$ cat config.mk
export PLATFORM = sky130hd
export DESIGN_NAME = eeprom_link
export DESIGN_NICKNAME = d
export VERILOG_FILES = /design/src/design/eeprom_link_pkg.sv /design/src/design/eeprom_link.sv
export VERILOG_INCLUDE_DIRS = /design/src /design/src/design
export SDC_FILE = /design/constraint.sdc
export NUM_CORES = 1
export LEC_CHECK = 0
export BUFFER_PORTS_ARGS = -buffer_cell sky130_fd_sc_hd__buf_4
export CORE_MARGIN = 1
export CORE_UTILIZATION = 59
export CTS_CLUSTER_SIZE = 28
export DETAILED_ROUTE_END_ITERATION = 6
export GPL_TIMING_DRIVEN = 0
export PLACE_DENSITY_LB_ADDON = 0.1
export SKIP_CTS_REPAIR_TIMING = 1
export SLEW_MARGIN = 0
export SYNTH_ARGS = -nofsm -noshare
export SYNTH_HDL_FRONTEND = slang
export SYNTH_SLANG_ARGS = --single-unit
$ cat constraint.sdc
create_clock -name clk -period 3.5 [get_ports clk]
set_input_delay 0.7 -clock clk [delete_from_list [all_inputs] [get_ports clk]]
set_output_delay 0.7 -clock clk [all_outputs]
set_load 0.05 [all_outputs]
$ cat src/design/eeprom_link_regs.svh
`ifndef EEPROM_LINK_REGS_SVH
`define EEPROM_LINK_REGS_SVH
// word framing
`define WORD_BITS 8
`define ACK_SLOT 4'h8
`define RW_BIT_POS 0
// internally timed write cycle, in nanoseconds, and clock period
`define WRITE_CYCLE_NS 5000000
`define CLK_PERIOD_NS 100
`define WRITE_CYCLE_CYCLES (`WRITE_CYCLE_NS / `CLK_PERIOD_NS)
`endif

$ cat src/design/eeprom_link_pkg.sv
package eeprom_link_pkg;
    typedef enum logic [2:0] {
        ST_STANDBY = 3'b000,
        ST_RECV    = 3'b001,
        ST_ACK     = 3'b010,
        ST_SEND    = 3'b011,
        ST_MACK    = 3'b100,
        ST_BUSY    = 3'b101
    } frame_state_t;
    // one received word with its position in the frame
    typedef struct packed {
        logic [7:0] data;
        logic first;
    } rx_word_t;
endpackage

$ cat src/design/eeprom_link.sv
// Functional notes
// - data changes only while clock low
// - falling data, clock high is start
// - rising data, clock high is stop
// - stop after read returns to standby
// - all items move as eight-bit words
// - slave acknowledges low in ninth clock
// - standby at power-up and after stop; after a write stop, busy first
// - data line only pulled low, never high
// - sample on rising, change after falling
// - busy write cycle ignores inputs, no acknowledge
// - eighth selection bit: one read, zero write
`timescale 1ns/1ps
`include "eeprom_link_regs.svh"
module eeprom_link
    import eeprom_link_pkg::*;
#(
    parameter int WRITE_CYCLES = `WRITE_CYCLE_CYCLES
) (
    input wire logic clk,
    input wire logic rst_n,
    input wire logic scl_in,
    input wire logic sda_in,
    output logic sda_out,
    output logic sda_oe,
    output rx_word_t rx_word,
    output logic rx_valid,
    input wire logic [7:0] tx_data,
    output logic tx_taken,
    output logic standby,
    output logic busy
);
    // ------------------------------------------------------------
    // pin synchronisers and edge detection
    // ------------------------------------------------------------
    logic [1:0] scl_sync_reg;
    logic [1:0] sda_sync_reg;
    logic scl_d_reg;
    logic sda_d_reg;
    // first stage only feeds second stage, avoids metastable fan-out
    always_ff @(posedge clk) begin
        if (!rst_n) begin
            scl_sync_reg <= 2'h3;
            sda_sync_reg <= 2'h3;
            scl_d_reg <= 1'b1;
            sda_d_reg <= 1'b1;
        end else begin
            scl_sync_reg <= {scl_sync_reg[0], scl_in};
            sda_sync_reg <= {sda_sync_reg[0], sda_in};
            scl_d_reg <= scl_sync_reg[1];
            sda_d_reg <= sda_sync_reg[1];
        end
    end
    logic scl_s;
    logic sda_s;
    logic scl_rise;
    logic scl_fall;
    logic start_ev;
    logic stop_ev;
    assign scl_s = scl_sync_reg[1];
    assign sda_s = sda_sync_reg[1];
    assign scl_rise = scl_s && !scl_d_reg;
    assign scl_fall = !scl_s && scl_d_reg;
    // data moving under a high clock is framing, not data
    assign start_ev = scl_s && scl_d_reg && sda_d_reg && !sda_s;
    assign stop_ev = scl_s && scl_d_reg && !sda_d_reg && sda_s;

    // ------------------------------------------------------------
    // framing state machine
    // ------------------------------------------------------------
    frame_state_t state_reg;
    logic [3:0] bit_cnt_reg;
    logic [7:0] shift_reg;
    logic first_reg;
    logic read_reg;
    logic wrote_reg;
    logic [31:0] wait_reg;
    logic drive_low_reg;
    always_ff @(posedge clk) begin
        if (!rst_n) begin
            state_reg <= ST_STANDBY;
            bit_cnt_reg <= 4'h0;
            shift_reg <= 8'h00;
            first_reg <= 1'b0;
            read_reg <= 1'b0;
            wrote_reg <= 1'b0;
            wait_reg <= 32'h0;
        end else begin
            case (state_reg)
                ST_BUSY: begin
                    // bus is ignored until the write cycle ends
                    if (wait_reg == 32'h0) begin
                        state_reg <= ST_STANDBY;
                    end else begin
                        wait_reg <= wait_reg - 32'h1;
                    end
                end
                default: begin
                    if (start_ev) begin
                        state_reg <= ST_RECV;
                        bit_cnt_reg <= 4'h0;
                        first_reg <= 1'b1;
                        read_reg <= 1'b0;
                    end else if (stop_ev) begin
                        // a finished write sequence launches the timed cycle
                        if (wrote_reg && !read_reg) begin
                            state_reg <= ST_BUSY;
                            wait_reg <= 32'(WRITE_CYCLES - 1);
                        end else begin
                            state_reg <= ST_STANDBY;
                        end
                        wrote_reg <= 1'b0;
                    end else begin
                        case (state_reg)
                            ST_RECV: begin
                                if (scl_rise) begin
                                    shift_reg <= {shift_reg[6:0], sda_s};
                                    bit_cnt_reg <= bit_cnt_reg + 4'h1;
                                end else if (scl_fall && bit_cnt_reg == `ACK_SLOT) begin
                                    state_reg <= ST_ACK;
                                end
                            end
                            ST_ACK: begin
                                if (scl_fall) begin
                                    bit_cnt_reg <= 4'h0;
                                    first_reg <= 1'b0;
                                    if (first_reg) begin
                                        read_reg <= shift_reg[`RW_BIT_POS];
                                    end else begin
                                        wrote_reg <= 1'b1;
                                    end
                                    if (first_reg && shift_reg[`RW_BIT_POS]) begin
                                        state_reg <= ST_SEND;
                                        shift_reg <= tx_data;
                                    end else begin
                                        state_reg <= ST_RECV;
                                    end
                                end
                            end
                            ST_SEND: begin
                                if (scl_fall) begin
                                    if (bit_cnt_reg == 4'h7) begin
                                        state_reg <= ST_MACK;
                                    end
                                    shift_reg <= {shift_reg[6:0], 1'b0};
                                    bit_cnt_reg <= bit_cnt_reg + 4'h1;
                                end
                            end
                            ST_MACK: begin
                                // controller low on ninth clock asks for more
                                if (scl_rise) begin
                                    first_reg <= sda_s;
                                end else if (scl_fall) begin
                                    bit_cnt_reg <= 4'h0;
                                    if (first_reg) begin
                                        state_reg <= ST_STANDBY;
                                    end else begin
                                        state_reg <= ST_SEND;
                                        shift_reg <= tx_data;
                                    end
                                    first_reg <= 1'b0;
                                end
                            end
                            default: begin
                            end
                        endcase
                    end
                end
            endcase
        end
    end

    // ------------------------------------------------------------
    // open-drain data pin and user outputs
    // ------------------------------------------------------------
    // low is the only level ever driven; high comes from the pull-up
    always_ff @(posedge clk) begin
        if (!rst_n) begin
            drive_low_reg <= 1'b0;
        end else if (start_ev || stop_ev) begin
            drive_low_reg <= 1'b0;
        end else if (state_reg == ST_RECV && scl_fall && bit_cnt_reg == `ACK_SLOT) begin
            drive_low_reg <= 1'b1;
        end else if (state_reg == ST_ACK && scl_fall) begin
            drive_low_reg <= first_reg && shift_reg[`RW_BIT_POS] && !tx_data[7];
        end else if (state_reg == ST_SEND && scl_fall) begin
            drive_low_reg <= (bit_cnt_reg != 4'h7) && !shift_reg[6];
        end else if (state_reg == ST_MACK && scl_fall) begin
            drive_low_reg <= !first_reg && !tx_data[7];
        end else if (state_reg == ST_BUSY || state_reg == ST_STANDBY) begin
            drive_low_reg <= 1'b0;
        end
    end
    assign sda_out = 1'b0;
    assign sda_oe = drive_low_reg;

    always_ff @(posedge clk) begin
        if (!rst_n) begin
            rx_word <= '0;
            rx_valid <= 1'b0;
            tx_taken <= 1'b0;
        end else begin
            rx_valid <= state_reg == ST_RECV && scl_fall && bit_cnt_reg == `ACK_SLOT && !start_ev && !stop_ev;
            tx_taken <= (state_reg == ST_ACK && scl_fall && first_reg && shift_reg[`RW_BIT_POS])
                || (state_reg == ST_MACK && scl_fall && !first_reg);
            if (state_reg == ST_RECV && scl_fall && bit_cnt_reg == `ACK_SLOT) begin
                rx_word <= '{data: shift_reg, first: first_reg};
            end
        end
    end
    assign standby = state_reg == ST_STANDBY;
    assign busy = state_reg == ST_BUSY;

    // ------------------------------------------------------------
    // assertions
    // ------------------------------------------------------------
    property p_never_high;
        @(posedge clk) disable iff (!rst_n) sda_oe |-> !sda_out;
    endproperty
    a_never_high: assert property (p_never_high) else $error("data pin driven high");
    property p_start_recv;
        @(posedge clk) disable iff (!rst_n) (start_ev && !busy) |=> state_reg == ST_RECV;
    endproperty
    a_start_recv: assert property (p_start_recv) else $error("start not taken");
    property p_stop_idle;
        @(posedge clk) disable iff (!rst_n) (stop_ev && !busy) |=> (standby || busy);
    endproperty
    a_stop_idle: assert property (p_stop_idle) else $error("stop not obeyed");
    property p_read_stop;
        @(posedge clk) disable iff (!rst_n) (stop_ev && read_reg && !busy) |=> standby;
    endproperty
    a_read_stop: assert property (p_read_stop) else $error("no standby after read");
    property p_ack_low;
        @(posedge clk) disable iff (!rst_n)
            (state_reg == ST_RECV && scl_fall && bit_cnt_reg == 4'h8 && !stop_ev && !start_ev) |=> sda_oe;
    endproperty
    a_ack_low: assert property (p_ack_low) else $error("no acknowledge");
    property p_busy_quiet;
        @(posedge clk) disable iff (!rst_n) busy |=> !sda_oe;
    endproperty
    a_busy_quiet: assert property (p_busy_quiet) else $error("drive during write cycle");
    property p_busy_start;
        @(posedge clk) disable iff (!rst_n) (busy && wait_reg != 32'h0) |=> busy;
    endproperty
    a_busy_start: assert property (p_busy_start) else $error("left write cycle early");
    property p_pin_change;
        @(posedge clk) disable iff (!rst_n) $changed(sda_oe) |-> (!scl_s || start_ev || stop_ev || $past(stop_ev));
    endproperty
    a_pin_change: assert property (p_pin_change) else $error("data changed under high clock");
    property p_word_count;
        @(posedge clk) disable iff (!rst_n) rx_valid |-> $past(bit_cnt_reg) == 4'h8;
    endproperty
    a_word_count: assert property (p_word_count) else $error("word not eight bits");
    c_start: cover property (@(posedge clk) start_ev);
    c_ack: cover property (@(posedge clk) rx_valid);
    c_send: cover property (@(posedge clk) tx_taken);
    c_busy: cover property (@(posedge clk) busy);
endmodule

After elaboration in Yosys (flattened, before gate mapping)
Cells that the tools add are included.
{ "word_totals": {"reg_bits": 68, "in_bits": 12, "out_inout_bits": 15, "word_cells": 164} }
{ "op_classes": {"addsub": 2, "eq_ne": 30, "muxes": 54, "bitwise_logic": 4, "reduce_logical": 58} }
{ "op_table": {"columns": ["cell", "count"], "rows": [
  ["$mux W32", 5],
  ["$mux W8", 7],
  ["$mux W3", 12],
  ["$ne A5 B5 Y1 const B", 7],
  ["$logic_not A32 Y1", 1],
  ["$pmux W8 S4", 1],
  ["$sub A32 B1 Y32 const B", 1],
  ["$mux W4", 6],
  ["$logic_and A1 B1 Y1", 23],
  ["$ne A2 B2 Y1 const B", 10],
  ["$mux W1", 18],
  ["$pmux W4 S4", 1],
  ["$reduce_bool A2 Y1", 7],
  ["$pmux W3 S4", 1],
  ["$reduce_and A11 Y1", 1],
  ["$logic_not A1 Y1", 10],
  ["$reduce_and A5 Y1", 2],
  ["$reduce_bool A5 Y1", 2],
  ["$ne A3 B3 Y1 const B", 3],
  ["$reduce_and A9 Y1", 1],
  ["$reduce_bool A7 Y1", 1],
  ["$eq A3 B2 Y1 const B", 2],
  ["$eq A3 B3 Y1 const B", 2],
  ["$reduce_and A6 Y1", 1],
  ["16 further kinds", 23]
]} }

Longest topological paths before layout
{ "depth": {"ltp_word": 9, "depth_mapped": 10, "depth_no_buf": 8} }

Worst setup path before layout
OpenSTA, ideal clock, no wires.
{ "synth_path": {"path_type": "flip-flop to flip-flop", "from": "reg wait_reg[0]", "to": "reg state_reg[2]", "setup_time_ns": 0.121, "arrival_time_ns": 2.476, "required_ns": 3.379, "setup_slack_ns": 0.903, "path_stages_with_launch": 10, "n_path_buf": 2, "synth_period_minus_slack_ns": 2.597, "path_cell_list": "dfxtp_1 -> inv_1 -> ha_1 -> or4b_1 -> or4_1 -> clkbuf_2 -> o31a_1 -> buf_6 -> nor2_2 -> mux2_2"} }
{ "synth_via": {"elab_chain_cells": 3} }
{ "synth_lines": {"columns": ["item", "line", "source"], "rows": [
  ["start, declared", "eeprom_link.sv:77", "logic [31:0] wait_reg;"],
  ["start signal, assigned", "eeprom_link.sv:95", "wait_reg <= wait_reg - 32'h1;"],
  ["start signal, assigned", "eeprom_link.sv:108", "wait_reg <= 32'(WRITE_CYCLES - 1);"],
  ["$logic_not A32 Y1", "eeprom_link.sv:92", "if (wait_reg == 32'h0) begin"],
  ["$ne A2 B1 Y1 (no source line)", null, null],
  ["$reduce_and A9 Y1 (no source line)", null, null],
  ["end signal, assigned", "eeprom_link.sv:93", "state_reg <= ST_STANDBY;"],
  ["end signal, assigned", "eeprom_link.sv:100", "state_reg <= ST_RECV;"],
  ["end signal, assigned", "eeprom_link.sv:107", "state_reg <= ST_BUSY;"],
  ["end, declared", "eeprom_link.sv:71", "frame_state_t state_reg;"]
]} }
Every way passes these cells.
A chain may end at the register's enable or synchronous reset.

Final worst setup path
Same ends and word-level chain as after synthesis.

==> results by group <==
Timing
  – Final setup vio count: 0
  – Final worst-path cycle share: 80.5%
  – Setup TNS: 0 ns
  – Unrepaired setup endpoints after global routing: no
  – FMAX: 355 MHz
  – Clock period minus worst slack: 2.82 ns
  – Relative slew slack: between 50% and 60%
  – Fin. Hold Viols: 0
  – Max Slew Vio Count: 0
  – Setup skew after layout: 0.00570 ns
  – Tightest Pin Transition: 0.722 ns

Route
  – Antenna viol nets, final: 0
  – DR vias: 3085
  – DR WL/cell: 15.1 µm
  – Detailed Route WL: 7740 µm
  – Pre-antenna DRT Iters: 5
  – Vias/cell: 6.01
  – Initial drt markers: 297
  – DRC violations left: 0

Logic synthesis
  – Synth top area share: between 40 and 50%
  – Yosys warns: 0
  – List of most frequent post-synthesis cells: dfxtp_1, nor2_1, clkbuf_1
  – Post-synth top area cell: dfxtp_1
  – Seq/Total Area, Yosys: 40.6%
  – Primary FF master, synth: dfxtp_1
  – EDFF count, synth: 0
  – Cells after synthesis: around 400
  – Synth area leaders: dfxtp_1, nor2_1, mux2i_1
  – Ys async rst share: 0%
  – Post-Syn Area: 3350 µm²
  – Most frequent cell after synthesis: dfxtp_1
  – Register bit count reported by yosys: 68
  – Post-synth cell types: 53
  – Synthesized area per cell: 8.33 µm²
  – Mapped Nets: 417

Die
  – Initial Util: 61.2%
  – Core Area: 5470 µm²
  – Die width: 77.3 µm
  – IO Count: 27
  – Floorplan row count: 27
  – Die H: 77.3 µm
  – Die ar.: around 6000 µm²

Critical path
  – Crit path to: state_reg[2]
  – CP Launch Point: wait_reg[0]
  – RR Endpoint: state_reg[2]
  – Critical Path AT: 3.05 ns
  – CP endpoint kind: flip-flop
  – Critical Path Start Type: flip-flop
  – Max Fanout on Critical Path: 10
  – Worst R2R Setup Slack: 0.68 ns
  – CP required: between 3 and 4 ns
  – Reg2reg path depth: 9
  – Crit path kind: flip-flop to flip-flop
  – Worst r2r src: wait_reg[0]

Power and ir drop
  – Switching portion of total power: approximately a quarter
  – Pleak: between 1.5 and 2 nW
  – P_int: around 1.3 mW
  – Pwr dens: 435 nW/µm²
  – VDD IR max: 0.000310 V
  – Sequential Power Share: 47.8%
  – Clock power frac: between 40% and 50%
  – Logic pwr share: 9.5%
  – Switching power total: 406 µW

CTS
  – CTS Buf Count: 9
  – Root Driver: clkbuf_8
  – Worst-skew pair later-pin latency: 0.35 ns
  – CTS tree: done
  – CTS Buffer Depth: 2
  – CTS sink count: between 60 and 70
  – Htree depth: 3
  – Clock slew at reported path FFs: 0.07 ns

Placed design
  – Hpwl dp: about 5400 µm
  – PortBufs: 24
  – Area after DPL: ~3600 µm²
  – GP Congestion: 0.929

Cells and area
  – # diodes: 0
  – Share of cells above drive strength 1: a little over a tenth
  – FILL cells: 468
  – Largest register FFs: 32
  – Fin area: 3830 µm²
  – Area delta synth->final: 14.5%
  – Nets: 452
  – Fin util: between 70% and 80%

Global routing
  – First-pass GRT wire length: 12900 µm
  – Vias in the first global route: ~2700
  – Largest net degree at the start of global routing: 12
  – Antenna violations before repair: 0
  – GR Util All Layers: 27.7%
  – Grt total ovfl: 0

Hold path
  – Hold Path Class: flip-flop to flip-flop
  – Worst hold path depth: 1

Outcome
  – Run status: finished, final reports clean

Run
  – Max-cap viol count: 0
-- cell usage in the layout (no fill, tap or decap), types with 4 or more instances in the layout --
cell type and n:
a311oi_1 4, xor2_1 12, a211oi_1 15, o22ai_1 6
nor2_1 58, o21ai_0 20, clkbuf_1 23, buf_4 25
a21oi_1 19, o211ai_1 6, nor4_1 5, nand3b_1 4
nand2b_1 14, xnor2_1 9, dfxtp_1 68, nor3_1 16
inv_1 10, clkbuf_8 10, nand2_1 18, or4_1 6
o31ai_1 4, or3_1 11, mux2i_1 17, nand3_1 12
-- layer usage --
metal	global-route usage, %	wire length, µm	vias to the layer above
li1	-	-	1513
met1	36.6	3660	1459
met5	0	0	-
met3	7.29	465	15
met4	11.7	142	0
met2	42.7	3470	98
-- worst max-delay path: stages, from the launching register on --
cell and delay (ns):
dfxtp_1 0.34, inv_1 0.06, ha_1 0.21, or4b_1 0.47
or4_1 0.41, clkbuf_2 0.17, o31a_1 0.35, buf_6 0.17
nor2_2 0.16, mux2_2 0.35
-- kinds of logic (layout without fill, tap and decap cells) --
group / after synthesis / count (layout) / share of synthesized area, %
flops: 68 / 68 / 40.6
fa+ha+maj: 3 / 3 / 1.12
xor+xnor: 21 / 21 / 5.49
simple gates: 162 / 162 / 24.7
buf+inv: 37 / 76 / 4.56
mux: 18 / 18 / 5.42
compound gates: 92 / 92 / 18.0
other cells: 1 / 1 / 0.112
-- area by class of cell --
class / count / area [µm²] / share of cell area (%)
repair buffers: 24 / 180 / 4.70
clock buffers: 11 / 141 / 3.69
multi-input cells: 297 / 1840 / 47.9
clock inverters: 4 / 73.8 / 1.92
flip-flops and latches: 68 / 1360 / 35.5
plain buffers: 27 / 115 / 3.00
well taps: 72 / 90.1 / 2.35
inverters: 10 / 37.5 / 0.979
-- stage by stage --
step	std cells	hold WS, ns	worst slack, ns	power [mW]
4_1_cts	513	0.422	0.696	1.68
5_1_grt	513	0.428	0.545	1.72
3_3_place_gp	498	0.405	0.684	0.969
2_1_floorplan	402	0.386	0.903	0.925
3_5_place_dp	498	0.397	0.719	0.971
6_report	513	0.419	0.683	1.67
-- power groups by stage --
stage / Combinational [mW] / Sequential [mW] / Clock [mW]
after CTS: 0.157 / 0.797 / 0.723
after global routing: 0.174 / 0.798 / 0.751
after floorplan: 0.113 / 0.812 / 0
after global placement: 0.154 / 0.815 / 0
after detailed placement: 0.156 / 0.814 / 0
final: 0.158 / 0.797 / 0.711
-- worst min path at each step --
stage                          from         endpoint  slack (ns)
floorplan           scl_sync_reg[0]  scl_sync_reg[1]        0.39
global placement    scl_sync_reg[0]  scl_sync_reg[1]        0.40
detailed placement  scl_sync_reg[0]  scl_sync_reg[1]        0.40
CTS                 scl_sync_reg[0]  scl_sync_reg[1]        0.42
global route        scl_sync_reg[0]  scl_sync_reg[1]        0.43
finish              scl_sync_reg[0]  scl_sync_reg[1]        0.42
Note: power is estimated with default switching activity, not from simulation.
